`src/mac_pkg.sv`:
```
package mac_pkg;

    localparam int unsigned DATA_W = 16;
    localparam int unsigned ACC_W = 48;
    localparam int unsigned ADDR_W = 4;
    localparam int unsigned EVT_W = 2;

    // Register indices
    localparam logic [3:0] IDX_CTRL = 4'h0;
    localparam logic [3:0] IDX_OPA = 4'h1;
    localparam logic [3:0] IDX_OPB = 4'h2;
    localparam logic [3:0] IDX_ACC_HI = 4'h3;
    localparam logic [3:0] IDX_ACC_MID = 4'h4;
    localparam logic [3:0] IDX_ACC_LO = 4'h5;
    localparam logic [3:0] IDX_IRQ_STAT = 4'h6;
    localparam logic [3:0] IDX_IRQ_EN = 4'h7;
    localparam logic [3:0] IDX_IRQ_CLR = 4'h8;

    // Control field positions
    localparam int unsigned B_SIGNEDNESS = 0;
    localparam int unsigned B_ACCUMULATE = 1;
    localparam int unsigned B_SUBTRACT = 2;
    localparam int unsigned B_OPCOUNT = 3;
    localparam int unsigned B_SQUARE = 4;
    localparam int unsigned B_CLEAR = 5;
    localparam int unsigned B_INHIBIT = 6;
    localparam int unsigned B_OVERFLOW = 7;

    localparam logic [15:0] CTRL_RESET = 16'h0000;
    localparam logic [15:0] CTRL_WMASK = 16'h005f;
    localparam logic [15:0] DATA_RESET = 16'h0000;
    localparam logic [47:0] ACC_RESET = 48'h0000_0000_0000;

    // Event bits
    localparam int unsigned EV_DONE = 0;
    localparam int unsigned EV_OVF = 1;

    typedef enum logic [1:0] {
        MAC_IDLE = 2'b01,
        MAC_DONE = 2'b10
    } mac_core_state_t;

endpackage : mac_pkg

```
`src/mac_op_if.sv`:
```
interface mac_op_if;
    logic start;
    logic abort;
    logic unsigned_sel;
    logic accumulate;
    logic subtract;
    logic [15:0] opa;
    logic [15:0] opb;
    logic [47:0] acc_in;
    logic done;
    logic overflow;
    logic [47:0] result;

    modport ctrl
    (
        output start, abort, unsigned_sel, accumulate, subtract,
        output opa, opb, acc_in,
        input done, overflow, result
    );

    modport core
    (
        input start, abort, unsigned_sel, accumulate, subtract,
        input opa, opb, acc_in,
        output done, overflow, result
    );
endinterface : mac_op_if

```
`src/mac_core.sv`:
```
module mac_core
(
    // Clock and reset
    input wire logic clk,
    input wire logic rstn,
    // Operation
    mac_op_if.core op
);

    typedef struct packed {
        mac_pkg::mac_core_state_t state;
        logic overflow;
        logic [47:0] result;
    } mac_core_st_t;

    mac_core_st_t s_reg;
    mac_core_st_t s_next;

    logic [48:0] prod;
    logic [48:0] acc_x;
    logic [48:0] sum;
    logic [31:0] p32;

    always_comb
    begin
        s_next = s_reg;
        s_next.state = mac_pkg::MAC_IDLE;
        if (op.unsigned_sel)
        begin
            p32 = op.opa * op.opb;
            prod = {17'h0_0000, p32};
            acc_x = {1'b0, op.acc_in};
        end
        else
        begin
            p32 = 32'($signed(op.opa) * $signed(op.opb));
            prod = {{17{p32[31]}}, p32};
            acc_x = {op.acc_in[47], op.acc_in};
        end
        unique case ({op.subtract, op.accumulate})
            2'b00: sum = prod;
            2'b01: sum = acc_x + prod;
            2'b10: sum = 49'h0 - prod;
            2'b11: sum = acc_x - prod;
        endcase
        if (op.start && !op.abort)
        begin
            s_next.state = mac_pkg::MAC_DONE;
            s_next.result = sum[47:0];
            s_next.overflow = op.unsigned_sel ? sum[48] : (sum[48] != sum[47]);
        end
    end

    always_ff @(posedge clk or negedge rstn)
    begin
        if (!rstn)
        begin
            s_reg <= '{mac_pkg::MAC_IDLE, 1'b0, mac_pkg::ACC_RESET};
        end
        else
        begin
            s_reg <= s_next;
        end
    end

    assign op.done = (s_reg.state == mac_pkg::MAC_DONE) && !op.abort;
    assign op.overflow = s_reg.overflow;
    assign op.result = s_reg.result;

endmodule : mac_core

```
`src/mac_irq.sv`:
```
module mac_irq
(
    // Clock and reset
    input wire logic clk,
    input wire logic rstn,
    // Events
    input wire logic [1:0] events,
    // Software access
    input wire logic en_wr,
    input wire logic clr_wr,
    input wire logic [1:0] wdata,
    // State
    output logic [1:0] status,
    output logic [1:0] enable,
    output logic irq
);

    typedef struct packed {
        logic [1:0] status;
        logic [1:0] enable;
        logic irq;
    } mac_irq_st_t;

    mac_irq_st_t s_reg;
    mac_irq_st_t s_next;

    always_comb
    begin
        s_next = s_reg;
        // A new event outweighs a clear in the same cycle
        if (clr_wr)
        begin
            s_next.status = s_reg.status & ~wdata;
        end
        s_next.status = s_next.status | events;
        if (en_wr)
        begin
            s_next.enable = wdata;
        end
        s_next.irq = |(s_next.status & s_next.enable);
    end

    always_ff @(posedge clk or negedge rstn)
    begin
        if (!rstn)
        begin
            s_reg <= '{2'h0, 2'h0, 1'b0};
        end
        else
        begin
            s_reg <= s_next;
        end
    end

    assign status = s_reg.status;
    assign enable = s_reg.enable;
    assign irq = s_reg.irq;

endmodule : mac_irq

```
`src/mac_top.sv`:
```
// Contract
// - Control register resets to zero
// - Bits 7 to 15 are read-only
// - Signedness bit zero means signed operands
// - Count bit zero: start after both writes
// - Count bit one: start on any write
// - Square mode ignores operand count bit
// - Square: write loads both, starts squaring
// - Square off: trigger from count bit
// - Clear bit zeroes data, self-clears
// - Inhibit bit keeps accumulator unchanged
// - Overflow flag set, cleared on start/clear
//
// The address-and-strobe port was chosen for this implementation.
module mac_top
(
    // Clock and reset
    input wire logic clk,
    input wire logic rstn,
    // Register port
    input wire logic [3:0] addr,
    input wire logic [15:0] wr_data,
    input wire logic wr_en,
    input wire logic rd_en,
    output logic [15:0] rd_data,
    // Interrupt
    output logic irq
);

    typedef struct packed {
        logic [15:0] ctrl;
        logic overflow_flag;
        logic [15:0] operand_a;
        logic [15:0] operand_b;
        logic [47:0] accumulator;
        logic a_seen;
        logic b_seen;
        logic [15:0] rd_data;
    } mac_top_st_t;

    mac_top_st_t s_reg;
    mac_top_st_t s_next;

    mac_op_if op_bus ();

    // Decoded strobes and operation inputs
    logic [1:0] irq_status;
    logic [1:0] irq_enable;
    logic [1:0] events;
    logic clear_unit;
    logic start;
    logic wr_a;
    logic wr_b;
    logic wr_ctrl;
    logic wr_irq_en;
    logic wr_irq_clr;
    logic [15:0] opa_now;
    logic [15:0] opb_now;
    logic [47:0] acc_now;
    logic [15:0] rd_word;

    function automatic logic hit(input logic [3:0] idx);
        hit = wr_en && (addr == idx);
    endfunction : hit

    mac_core u_core
    (
        .clk(clk),
        .rstn(rstn),
        .op(op_bus.core)
    );

    mac_irq u_irq
    (
        .clk(clk),
        .rstn(rstn),
        .events(events),
        .en_wr(wr_irq_en),
        .clr_wr(wr_irq_clr),
        .wdata(wr_data[1:0]),
        .status(irq_status),
        .enable(irq_enable),
        .irq(irq)
    );

    // Events reported to the interrupt block
    always_comb
    begin
        events = 2'h0;
        events[mac_pkg::EV_DONE] = op_bus.done;
        events[mac_pkg::EV_OVF] = op_bus.done && op_bus.overflow;
    end

    // Register write strobes
    assign wr_ctrl = hit(mac_pkg::IDX_CTRL);
    assign wr_a = hit(mac_pkg::IDX_OPA);
    assign wr_b = hit(mac_pkg::IDX_OPB);
    assign wr_irq_en = hit(mac_pkg::IDX_IRQ_EN);
    assign wr_irq_clr = hit(mac_pkg::IDX_IRQ_CLR);

    // Clear acts on the write itself; the bit is never held
    assign clear_unit = wr_ctrl && wr_data[mac_pkg::B_CLEAR];

    // Operand values seen by an operation started this cycle
    always_comb
    begin
        opa_now = s_reg.operand_a;
        opb_now = s_reg.operand_b;
        if (wr_a)
        begin
            opa_now = wr_data;
            if (s_reg.ctrl[mac_pkg::B_SQUARE])
            begin
                opb_now = wr_data;
            end
        end
        if (wr_b)
        begin
            opb_now = wr_data;
            if (s_reg.ctrl[mac_pkg::B_SQUARE])
            begin
                opa_now = wr_data;
            end
        end
    end

    // Result of the finishing operation is forwarded to a new start unless the inhibit bit is set
    always_comb
    begin
        acc_now = s_reg.accumulator;
        if (op_bus.done && !s_reg.ctrl[mac_pkg::B_INHIBIT])
        begin
            acc_now = op_bus.result;
        end
    end

    always_comb
    begin
        start = 1'b0;
        // Square overrides the count bit
        if (s_reg.ctrl[mac_pkg::B_SQUARE])
        begin
            start = wr_a || wr_b;
        end
        else if (s_reg.ctrl[mac_pkg::B_OPCOUNT])
        begin
            start = wr_a || wr_b;
        end
        else
        begin
            // Count bit zero waits for both operands
            start = (wr_a || s_reg.a_seen) && (wr_b || s_reg.b_seen)
                && (wr_a || wr_b);
        end
    end

    // Operation request to the core
    assign op_bus.start = start;
    assign op_bus.abort = clear_unit;
    assign op_bus.unsigned_sel = s_reg.ctrl[mac_pkg::B_SIGNEDNESS];
    assign op_bus.accumulate = s_reg.ctrl[mac_pkg::B_ACCUMULATE];
    assign op_bus.subtract = s_reg.ctrl[mac_pkg::B_SUBTRACT];
    assign op_bus.opa = opa_now;
    assign op_bus.opb = opb_now;
    assign op_bus.acc_in = acc_now;

    // Read multiplexer; the word is registered on the strobe
    always_comb
    begin
        rd_word = mac_pkg::DATA_RESET;
        unique case (addr)
            mac_pkg::IDX_CTRL:
            begin
                rd_word = s_reg.ctrl;
                rd_word[mac_pkg::B_OVERFLOW] =
                    s_reg.overflow_flag;
            end
            mac_pkg::IDX_OPA:
            begin
                rd_word = s_reg.operand_a;
            end
            mac_pkg::IDX_OPB:
            begin
                rd_word = s_reg.operand_b;
            end
            mac_pkg::IDX_ACC_HI:
            begin
                rd_word = s_reg.accumulator[47:32];
            end
            mac_pkg::IDX_ACC_MID:
            begin
                rd_word = s_reg.accumulator[31:16];
            end
            mac_pkg::IDX_ACC_LO:
            begin
                rd_word = s_reg.accumulator[15:0];
            end
            mac_pkg::IDX_IRQ_STAT:
            begin
                rd_word = {14'h0000, irq_status};
            end
            mac_pkg::IDX_IRQ_EN:
            begin
                rd_word = {14'h0000, irq_enable};
            end
            default:
            begin
                rd_word = mac_pkg::DATA_RESET;
            end
        endcase
    end

    always_comb
    begin
        s_next = s_reg;
        s_next.rd_data = mac_pkg::DATA_RESET;

        // Control register write
        if (wr_ctrl)
        begin
            s_next.ctrl = wr_data & mac_pkg::CTRL_WMASK;
        end

        // Operation result
        if (op_bus.done)
        begin
            if (!s_reg.ctrl[mac_pkg::B_INHIBIT])
            begin
                s_next.accumulator = op_bus.result;
            end
            s_next.overflow_flag = op_bus.overflow;
        end

        // Direct accumulator writes
        if (hit(mac_pkg::IDX_ACC_HI))
        begin
            s_next.accumulator[47:32] = wr_data;
        end
        if (hit(mac_pkg::IDX_ACC_MID))
        begin
            s_next.accumulator[31:16] = wr_data;
        end
        if (hit(mac_pkg::IDX_ACC_LO))
        begin
            s_next.accumulator[15:0] = wr_data;
        end

        // Operand loads
        if (wr_a || wr_b)
        begin
            s_next.operand_a = op_bus.opa;
            s_next.operand_b = op_bus.opb;
            s_next.a_seen = s_reg.a_seen || wr_a;
            s_next.b_seen = s_reg.b_seen || wr_b;
        end

        // A start restarts the operand count
        if (start)
        begin
            s_next.a_seen = 1'b0;
            s_next.b_seen = 1'b0;
            s_next.overflow_flag = 1'b0;
        end

        // Clear outweighs everything before it
        if (clear_unit)
        begin
            s_next.operand_a = mac_pkg::DATA_RESET;
            s_next.operand_b = mac_pkg::DATA_RESET;
            s_next.accumulator = mac_pkg::ACC_RESET;
            s_next.overflow_flag = 1'b0;
            s_next.a_seen = 1'b0;
            s_next.b_seen = 1'b0;
        end

        // Read data stands one cycle only
        if (rd_en)
        begin
            s_next.rd_data = rd_word;
        end
    end

    always_ff @(posedge clk or negedge rstn)
    begin
        if (!rstn)
        begin
            s_reg.ctrl <= mac_pkg::CTRL_RESET;
            s_reg.overflow_flag <= 1'b0;
            s_reg.operand_a <= mac_pkg::DATA_RESET;
            s_reg.operand_b <= mac_pkg::DATA_RESET;
            s_reg.accumulator <= mac_pkg::ACC_RESET;
            s_reg.a_seen <= 1'b0;
            s_reg.b_seen <= 1'b0;
            s_reg.rd_data <= mac_pkg::DATA_RESET;
        end
        else
        begin
            s_reg <= s_next;
        end
    end

    // Outputs straight from the state register
    assign rd_data = s_reg.rd_data;

endmodule : mac_top

```
`config.mk`:
```
export PLATFORM = sky130hd
export DESIGN_NAME = mac_top
export DESIGN_NICKNAME = d
export VERILOG_FILES = /design/src/mac_pkg.sv /design/src/mac_op_if.sv /design/src/mac_core.sv /design/src/mac_irq.sv /design/src/mac_top.sv
export SDC_FILE = /design/constraint.sdc
export NUM_CORES = 2
export LEC_CHECK = 0
export BUFFER_PORTS_ARGS = -buffer_cell sky130_fd_sc_hd__buf_2
export CORE_ASPECT_RATIO = 1.5
export CORE_MARGIN = 2
export CORE_UTILIZATION = 55
export CTS_CLUSTER_DIAMETER = 100
export CTS_CLUSTER_SIZE = 12
export DETAILED_ROUTE_END_ITERATION = 7
export PLACE_DENSITY = 0.71
export REMOVE_ABC_BUFFERS = 1
export SYNTH_ARGS = -nofsm -noshare
export SYNTH_HDL_FRONTEND = slang
export SYNTH_HIERARCHICAL = 1
export SYNTH_SLANG_ARGS = --single-unit
```
`constraint.sdc`:
```
create_clock -name clk -period 27.6 [get_ports clk]
set_input_delay 5.52 -clock clk [delete_from_list [all_inputs] [get_ports clk]]
set_output_delay 5.52 -clock clk [all_outputs]
set_load 0.03 [all_outputs]
```
# Yosys cells after proc, flatten, opt, wreduce, memory -nomap -nowiden
# Cells that the tools add are included.
# Widths: inputs -> output; s select.
# op_classes
add_sub_neg	3
multipliers	2
n_eq_ne	16
muxes	29
n_bitwise	4
reduce_logical	32
# ops
cell	count
$pmux 49 s4	1
$mux 16	10
$mux 48	3
$pmux 16 s8	1
$mux 49	2
$mux 83	1
$mul 16x16->32	2
$mux 51	1
$add 49x49->49	1
$sub 1x49->49 const A	1
$sub 49x49->49	1
$mux 32	1
$eq 4x3->1 const B	4
$logic_and 1x1->1	15
$reduce_bool 3->1	5
$ne 3x1->1 const B	3
$eq 4x2->1 const B	2
$mux 2	4
$eq 2x2->1 const B	3
$reduce_and 2->1	3
$mux 1	5
$and 2x2->2	2
$eq 4x1->1 const B	1
$eq 4x4->1 const B	1
10 further kinds	13
# word_totals
regBits	161
inputBits	24
output_inout_bits	17
elab_cells	102

# Logic depth before layout (Yosys ltp)
# depth
word_depth	13
depth_mapped	48
depth_no_buf	43

# Hierarchy
# Netlist, hierarchy kept.
# modules_own_cells
module	instances	cells_each	area_each_um2	seq_area_each_um2
mac_core	1	2650	22056.2	1277.5
mac_top	1	544	5928.2	2627.5
mac_irq	1	12	182.7	125.1

# Least setup slack after synthesis
# OpenSTA, ideal clock, no wires.
# synth_timing
path_kind	input to register
startpoint	input addr[2]
endpoint	register u_core.s_reg, in the netlist u_core/op.overflow
setup_ns	0.131
arrival_ns	16.344
t_required_ns	27.469
slack_ns	11.124
stages	45
n_path_buf	5
cell_sequence	buf_2 -> or3b_2 -> a21oi_2 -> buf_2 -> mux2_2 -> clkbuf_1 -> clkbuf_1 -> and2_1 -> fa_1 -> inv_1 -> fa_1 -> fa_1 -> inv_1 -> fa_1 -> fa_1 -> inv_1 -> fa_1 -> inv_1 -> (+9 left out) -> or3_1 -> or3_1 -> o21ai_0 -> xor2_1 -> ha_1 -> inv_1 -> o22ai_1 -> o21ai_0 -> o211ai_1 -> a21oi_1 -> o31ai_1 -> a2111oi_1 -> o31ai_1 -> a21oi_1 -> mux2i_1 -> o21a_1 -> a2111oi_0 -> or3_1
# synth_via
elab_cells_between_ends	34
cone_classes	add/sub: 3; mul: 2; eq/ne: 3; mux: 12; reduce/logical: 14
# synth_lines
element	line	source
start: declaration	mac_top.sv:21	input wire logic [3:0] addr,
$eq 4x1->1	mac_top.sv:63	hit = wr_en && (addr == idx);
$logic_and 1x1->1	mac_top.sv:63	
$mux 16	mac_top.sv:109	if (wr_a)
$mux 16 (*)	mac_top.sv:117	if (wr_b)
named net op_bus.opb[15]	mac_op_if.sv:8	logic [15:0] opb;
$mul 16x16->32 (on tied branches)	mac_core.sv:36, mac_core.sv:30	
$mux 49 (*)	mac_core.sv:28	if (op.unsigned_sel)
$sub 49x49->49, or another cell as far along	mac_core.sv:44	2'b11: sum = acc_x - prod;
$pmux 49 s4 (*)	mac_core.sv:40	unique case ({op.subtract, op.accumulate})
$ne 1x1->1	mac_core.sv:50	s_next.overflow = op.unsigned_sel ? sum[48] : (sum[48] != sum[47]);
$mux 1 (*)	mac_core.sv:50	
end signal: assignment	mac_core.sv:58	s_reg <= '{mac_pkg::MAC_IDLE, 1'b0, mac_pkg::ACC_RESET};
end signal: assignment	mac_core.sv:62	s_reg <= s_next;
end: declaration	mac_core.sv:16	mac_core_st_t s_reg;
# Mark *: on every way through the listed nets, which the timed path passes. The rest lies on a longest branch.
# A chain may end at the register's enable or synchronous reset.

# Worst setup path in the final report
# Ends and elaborated chain as after synthesis.

==> impl_summary.txt <==
----------------------------------------------------
[Timing]
  Hold Worst Slack ... between 0.4 and 0.5 ns
  Final min period ... 18.26 ns
  Unrepaired setup endpoints after global routing ... no
  Endpoints failing setup ... 0
  Worst relative slew slack ... 12.30%
  Number of max-slew violations in the final report ... 0
  Slew at the pin with the worst max-slew slack ... 1.312 ns
  Worst-case clock skew ... roughly 0.011 ns
  Post-route clock period utilization ... approximately 66%
  Fmax ... 0.05476 GHz
  Number of hold-slack violations in the final timing report ... 0
  Setup total negative slack ... 0 ns

[Clock tree]
  CTS max path bufs ... 2
  Clk sink count ... 161
  Post CTS Setup Buffer Count ... 0
  Clk Latency, worst-skew pair ... 0.43 ns
  Post-cts gate resize count ... 0
  Number of buffers inserted during clock tree synthesis ... 17
  H-tree depth ... 4
  Hold buffer count at cts ... 0
  Post-CTS clock slew at the launch and capture registers of the worst setup and hold paths ... 0.07 ns
  CTS tree ... built
  Root buffer cell ... sky130_fd_sc_hd__clkbuf_16

[Setup path]
  Critical Path Start Type ... primary input
  Largest incremental delay on the critical path ... 0.69 ns
  Critical path arrival ... 18.57 ns
  Required time of the critical path ... 27.91 ns
  Kind of end point of the critical path ... register
  Crit-path most repeated cell ... sky130_fd_sc_hd__inv_1
  Largest fanout of any net on the critical path ... 45
  Start-to-end type of the worst setup path ... in2reg
  Worst path slowest cell ... sky130_fd_sc_hd__a2111oi_1

[Cells and area]
  Antenna diode count ... 0
  Fill cell total of the finished layout ... 4,465
  Area added between synthesis and finish ... 2.443%
  Non-filler cells in the finished layout ... 3,771
  Number of flip-flops under the largest register name ... 86
  Nets ... 3,681
  Layout cell share with drive strength beyond 1 ... approximately 8.4%

[Logic synthesis]
  Post-synthesis cell count ... 3,206
  Count of different cell masters after synthesis ... 108
  Async set or reset register ratio after synthesis ... 100.0%
  Sequential fraction of the synthesis area ... between 10% and 20%
  Combined area of all synthesized cells ... ~28,000 um^2
  Mean instance size in the synthesized netlist ... between 8 and 9 um^2
  Most common flop cell mapped by yosys ... sky130_fd_sc_hd__dfrtp_1
  Post-synthesis sequential element count ... 161
  Number of enable flip-flop cells after synthesis ... 0
  Count of synthesis-stage warnings from yosys ... 6

[Route]
  Total number of vias ... 22,750
  Number of search-and-repair iterations in the first detailed-routing pass ... 5
  Routed Antenna Nets ... 0
  Via density per instance ... 6.032
  DR iter-0 viols ... 1,693
  Drt drc ... 0
  Per-cell routed wire length ... 21.44 um
  Final WL ... 80,850 um

[Run status]
  Run status ... finished clean

[Global route]
  GRT Residual Overflow ... 0
  Antenna violations before repair ... 1
  Global-route wire length before repair ... ~130,000 um
  Largest net degree at the start of global routing ... 84
  Via count of the first global-routing pass ... 24,360
  Total GRT Usage ... 31.27%

[Place]
  Final weighted congestion of routability-driven global placement ... 0.9494
  Estimated wirelength of the detail-placed design ... 64,660 um
  Dpl cells ... ~3,700
  Count of buffers from port buffering ... 40

[Floorplanning]
  Die H ... 281.2 um
  Die area ... 53,080 um^2
  Overall die width ... 188.8 um
  Core box area ... 50,670 um^2
  Initial core utilization ... 55.58%
  Number of placement rows ... between 100 and 150
  Count of pins on the block boundary ... 41

[Min path]
  Path category of the worst min-delay check ... reg2reg

[Run]
  Max cap viols ... 0

----------------------------------------------------
-- area by class of cell --
cell class / instances / area, um^2 / area share (%)
multi-input combinational: 2349 / 21230 / 73.56
clock inverter: 14 / 106.4 / 0.3686
sequential: 161 / 4033 / 13.98
clock buffer: 18 / 439.2 / 1.522
tap: 669 / 837.1 / 2.901
inverter: 505 / 1896 / 6.569
timing repair buffer: 55 / 319.1 / 1.106
-- logic make-up after synthesis --
group                      synth area share, %
xor gates and xnor gates                 4.042
buffers and inverters                    10.38
and+or+nand+nor                          15.52
adders and majority gates                35.01
muxes                                    6.281
AOI/OAI and AO/OA                        14.46
DFF                                      14.31
-- cell usage after synthesis (47+ instances only) --
cell / number / area (um^2)
sky130_fd_sc_hd__nand3_1: 62 / 310.3
sky130_fd_sc_hd__o21ai_0: 122 / 610.6
sky130_fd_sc_hd__a21o_1: 47 / 352.8
sky130_fd_sc_hd__nand2_1: 365 / 1370
sky130_fd_sc_hd__fa_1: 367 / 7347
sky130_fd_sc_hd__a21oi_1: 164 / 820.8
sky130_fd_sc_hd__dfrtp_1: 160 / 4004
sky130_fd_sc_hd__buf_4: 64 / 480.5
sky130_fd_sc_hd__mux2_2: 111 / 1250
sky130_fd_sc_hd__clkbuf_1: 87 / 326.6
sky130_fd_sc_hd__xnor2_1: 86 / 753.2
sky130_fd_sc_hd__nor2_1: 134 / 503.0
sky130_fd_sc_hd__and2_1: 126 / 788.3
sky130_fd_sc_hd__ha_1: 201 / 2515
sky130_fd_sc_hd__o21a_1: 47 / 352.8
sky130_fd_sc_hd__inv_1: 504 / 1892
-- placed cells by master, fill, tap and decap left out, types with 22 or more instances in the layout --
cell	netlist	layout
sky130_fd_sc_hd__inv_1	504	504
sky130_fd_sc_hd__fa_1	367	367
sky130_fd_sc_hd__nand2_1	365	365
sky130_fd_sc_hd__ha_1	201	201
sky130_fd_sc_hd__a21oi_1	164	164
sky130_fd_sc_hd__dfrtp_1	160	158
sky130_fd_sc_hd__nor2_1	134	134
sky130_fd_sc_hd__and2_1	126	126
sky130_fd_sc_hd__o21ai_0	122	122
sky130_fd_sc_hd__mux2_2	111	111
sky130_fd_sc_hd__xnor2_1	86	86
sky130_fd_sc_hd__nand3_1	62	62
sky130_fd_sc_hd__a21o_1	47	47
sky130_fd_sc_hd__o21a_1	47	47
sky130_fd_sc_hd__xor2_1	44	44
sky130_fd_sc_hd__a22o_1	40	40
sky130_fd_sc_hd__buf_2	26	39
sky130_fd_sc_hd__mux2i_1	38	38
sky130_fd_sc_hd__nand2b_1	36	34
sky130_fd_sc_hd__nor3_1	33	33
sky130_fd_sc_hd__nand4_1	22	22
sky130_fd_sc_hd__a31oi_1	22	22
-- worst paths after layout --
kind,cells past startpoint,end,from,slack (ns)
hold / removal,2,u_core/op.result[42]$_DFFE_PN0P_,u_core/op.result[42]$_DFFE_PN0P_,0.48
setup / recovery,44,u_core/op.overflow$_DFFE_PN0P_,addr[2],9.34
setup reg to reg,43,u_core/op.overflow$_DFFE_PN0P_,s_reg[103]$_DFFE_PN0N_,14.79
min in group asynchronous,1,s_reg[85]$_DFFE_PN0P_,rstn,5.14
hold reg to reg,2,u_core/op.result[42]$_DFFE_PN0P_,u_core/op.result[42]$_DFFE_PN0P_,0.48
max in group asynchronous,2,op_bus.unsigned_sel$_DFFE_PN0N_,rstn,20.87
-- worst max-delay path, delay by kind of cell --
kind                       cells  cell delay [ns]
AOI/OAI and AO/OA             19             4.68
buffers and inverters          9             1.20
and+or+nand+nor                5             2.25
adders and majority gates      8             3.73
muxes                          2             0.90
xor gates and xnor gates       1             0.16
-- per-stage QoR --
step | instance area, um^2 | worst slack [ns] | util [%]
floorplan | 27140 | 10.88 | -
global placement | 28310 | 9.406 | 55.87
detailed placement | 28310 | 9.085 | 55.87
CTS | 28860 | 9.525 | 56.94
global route | 28860 | 8.631 | 56.94
finish | 28860 | 9.339 | 56.94
-- metal layers --
metal / wire, um / global-route usage, %
met5: 0 / 0
met4: 5193 / 18.35
met3: 4412 / 3.272
met2: 41260 / 56.51
met1: 29980 / 35.68
Power is not shown: default switching activity piles up to over one toggle a cycle in this logic, so the estimate is an artifact.
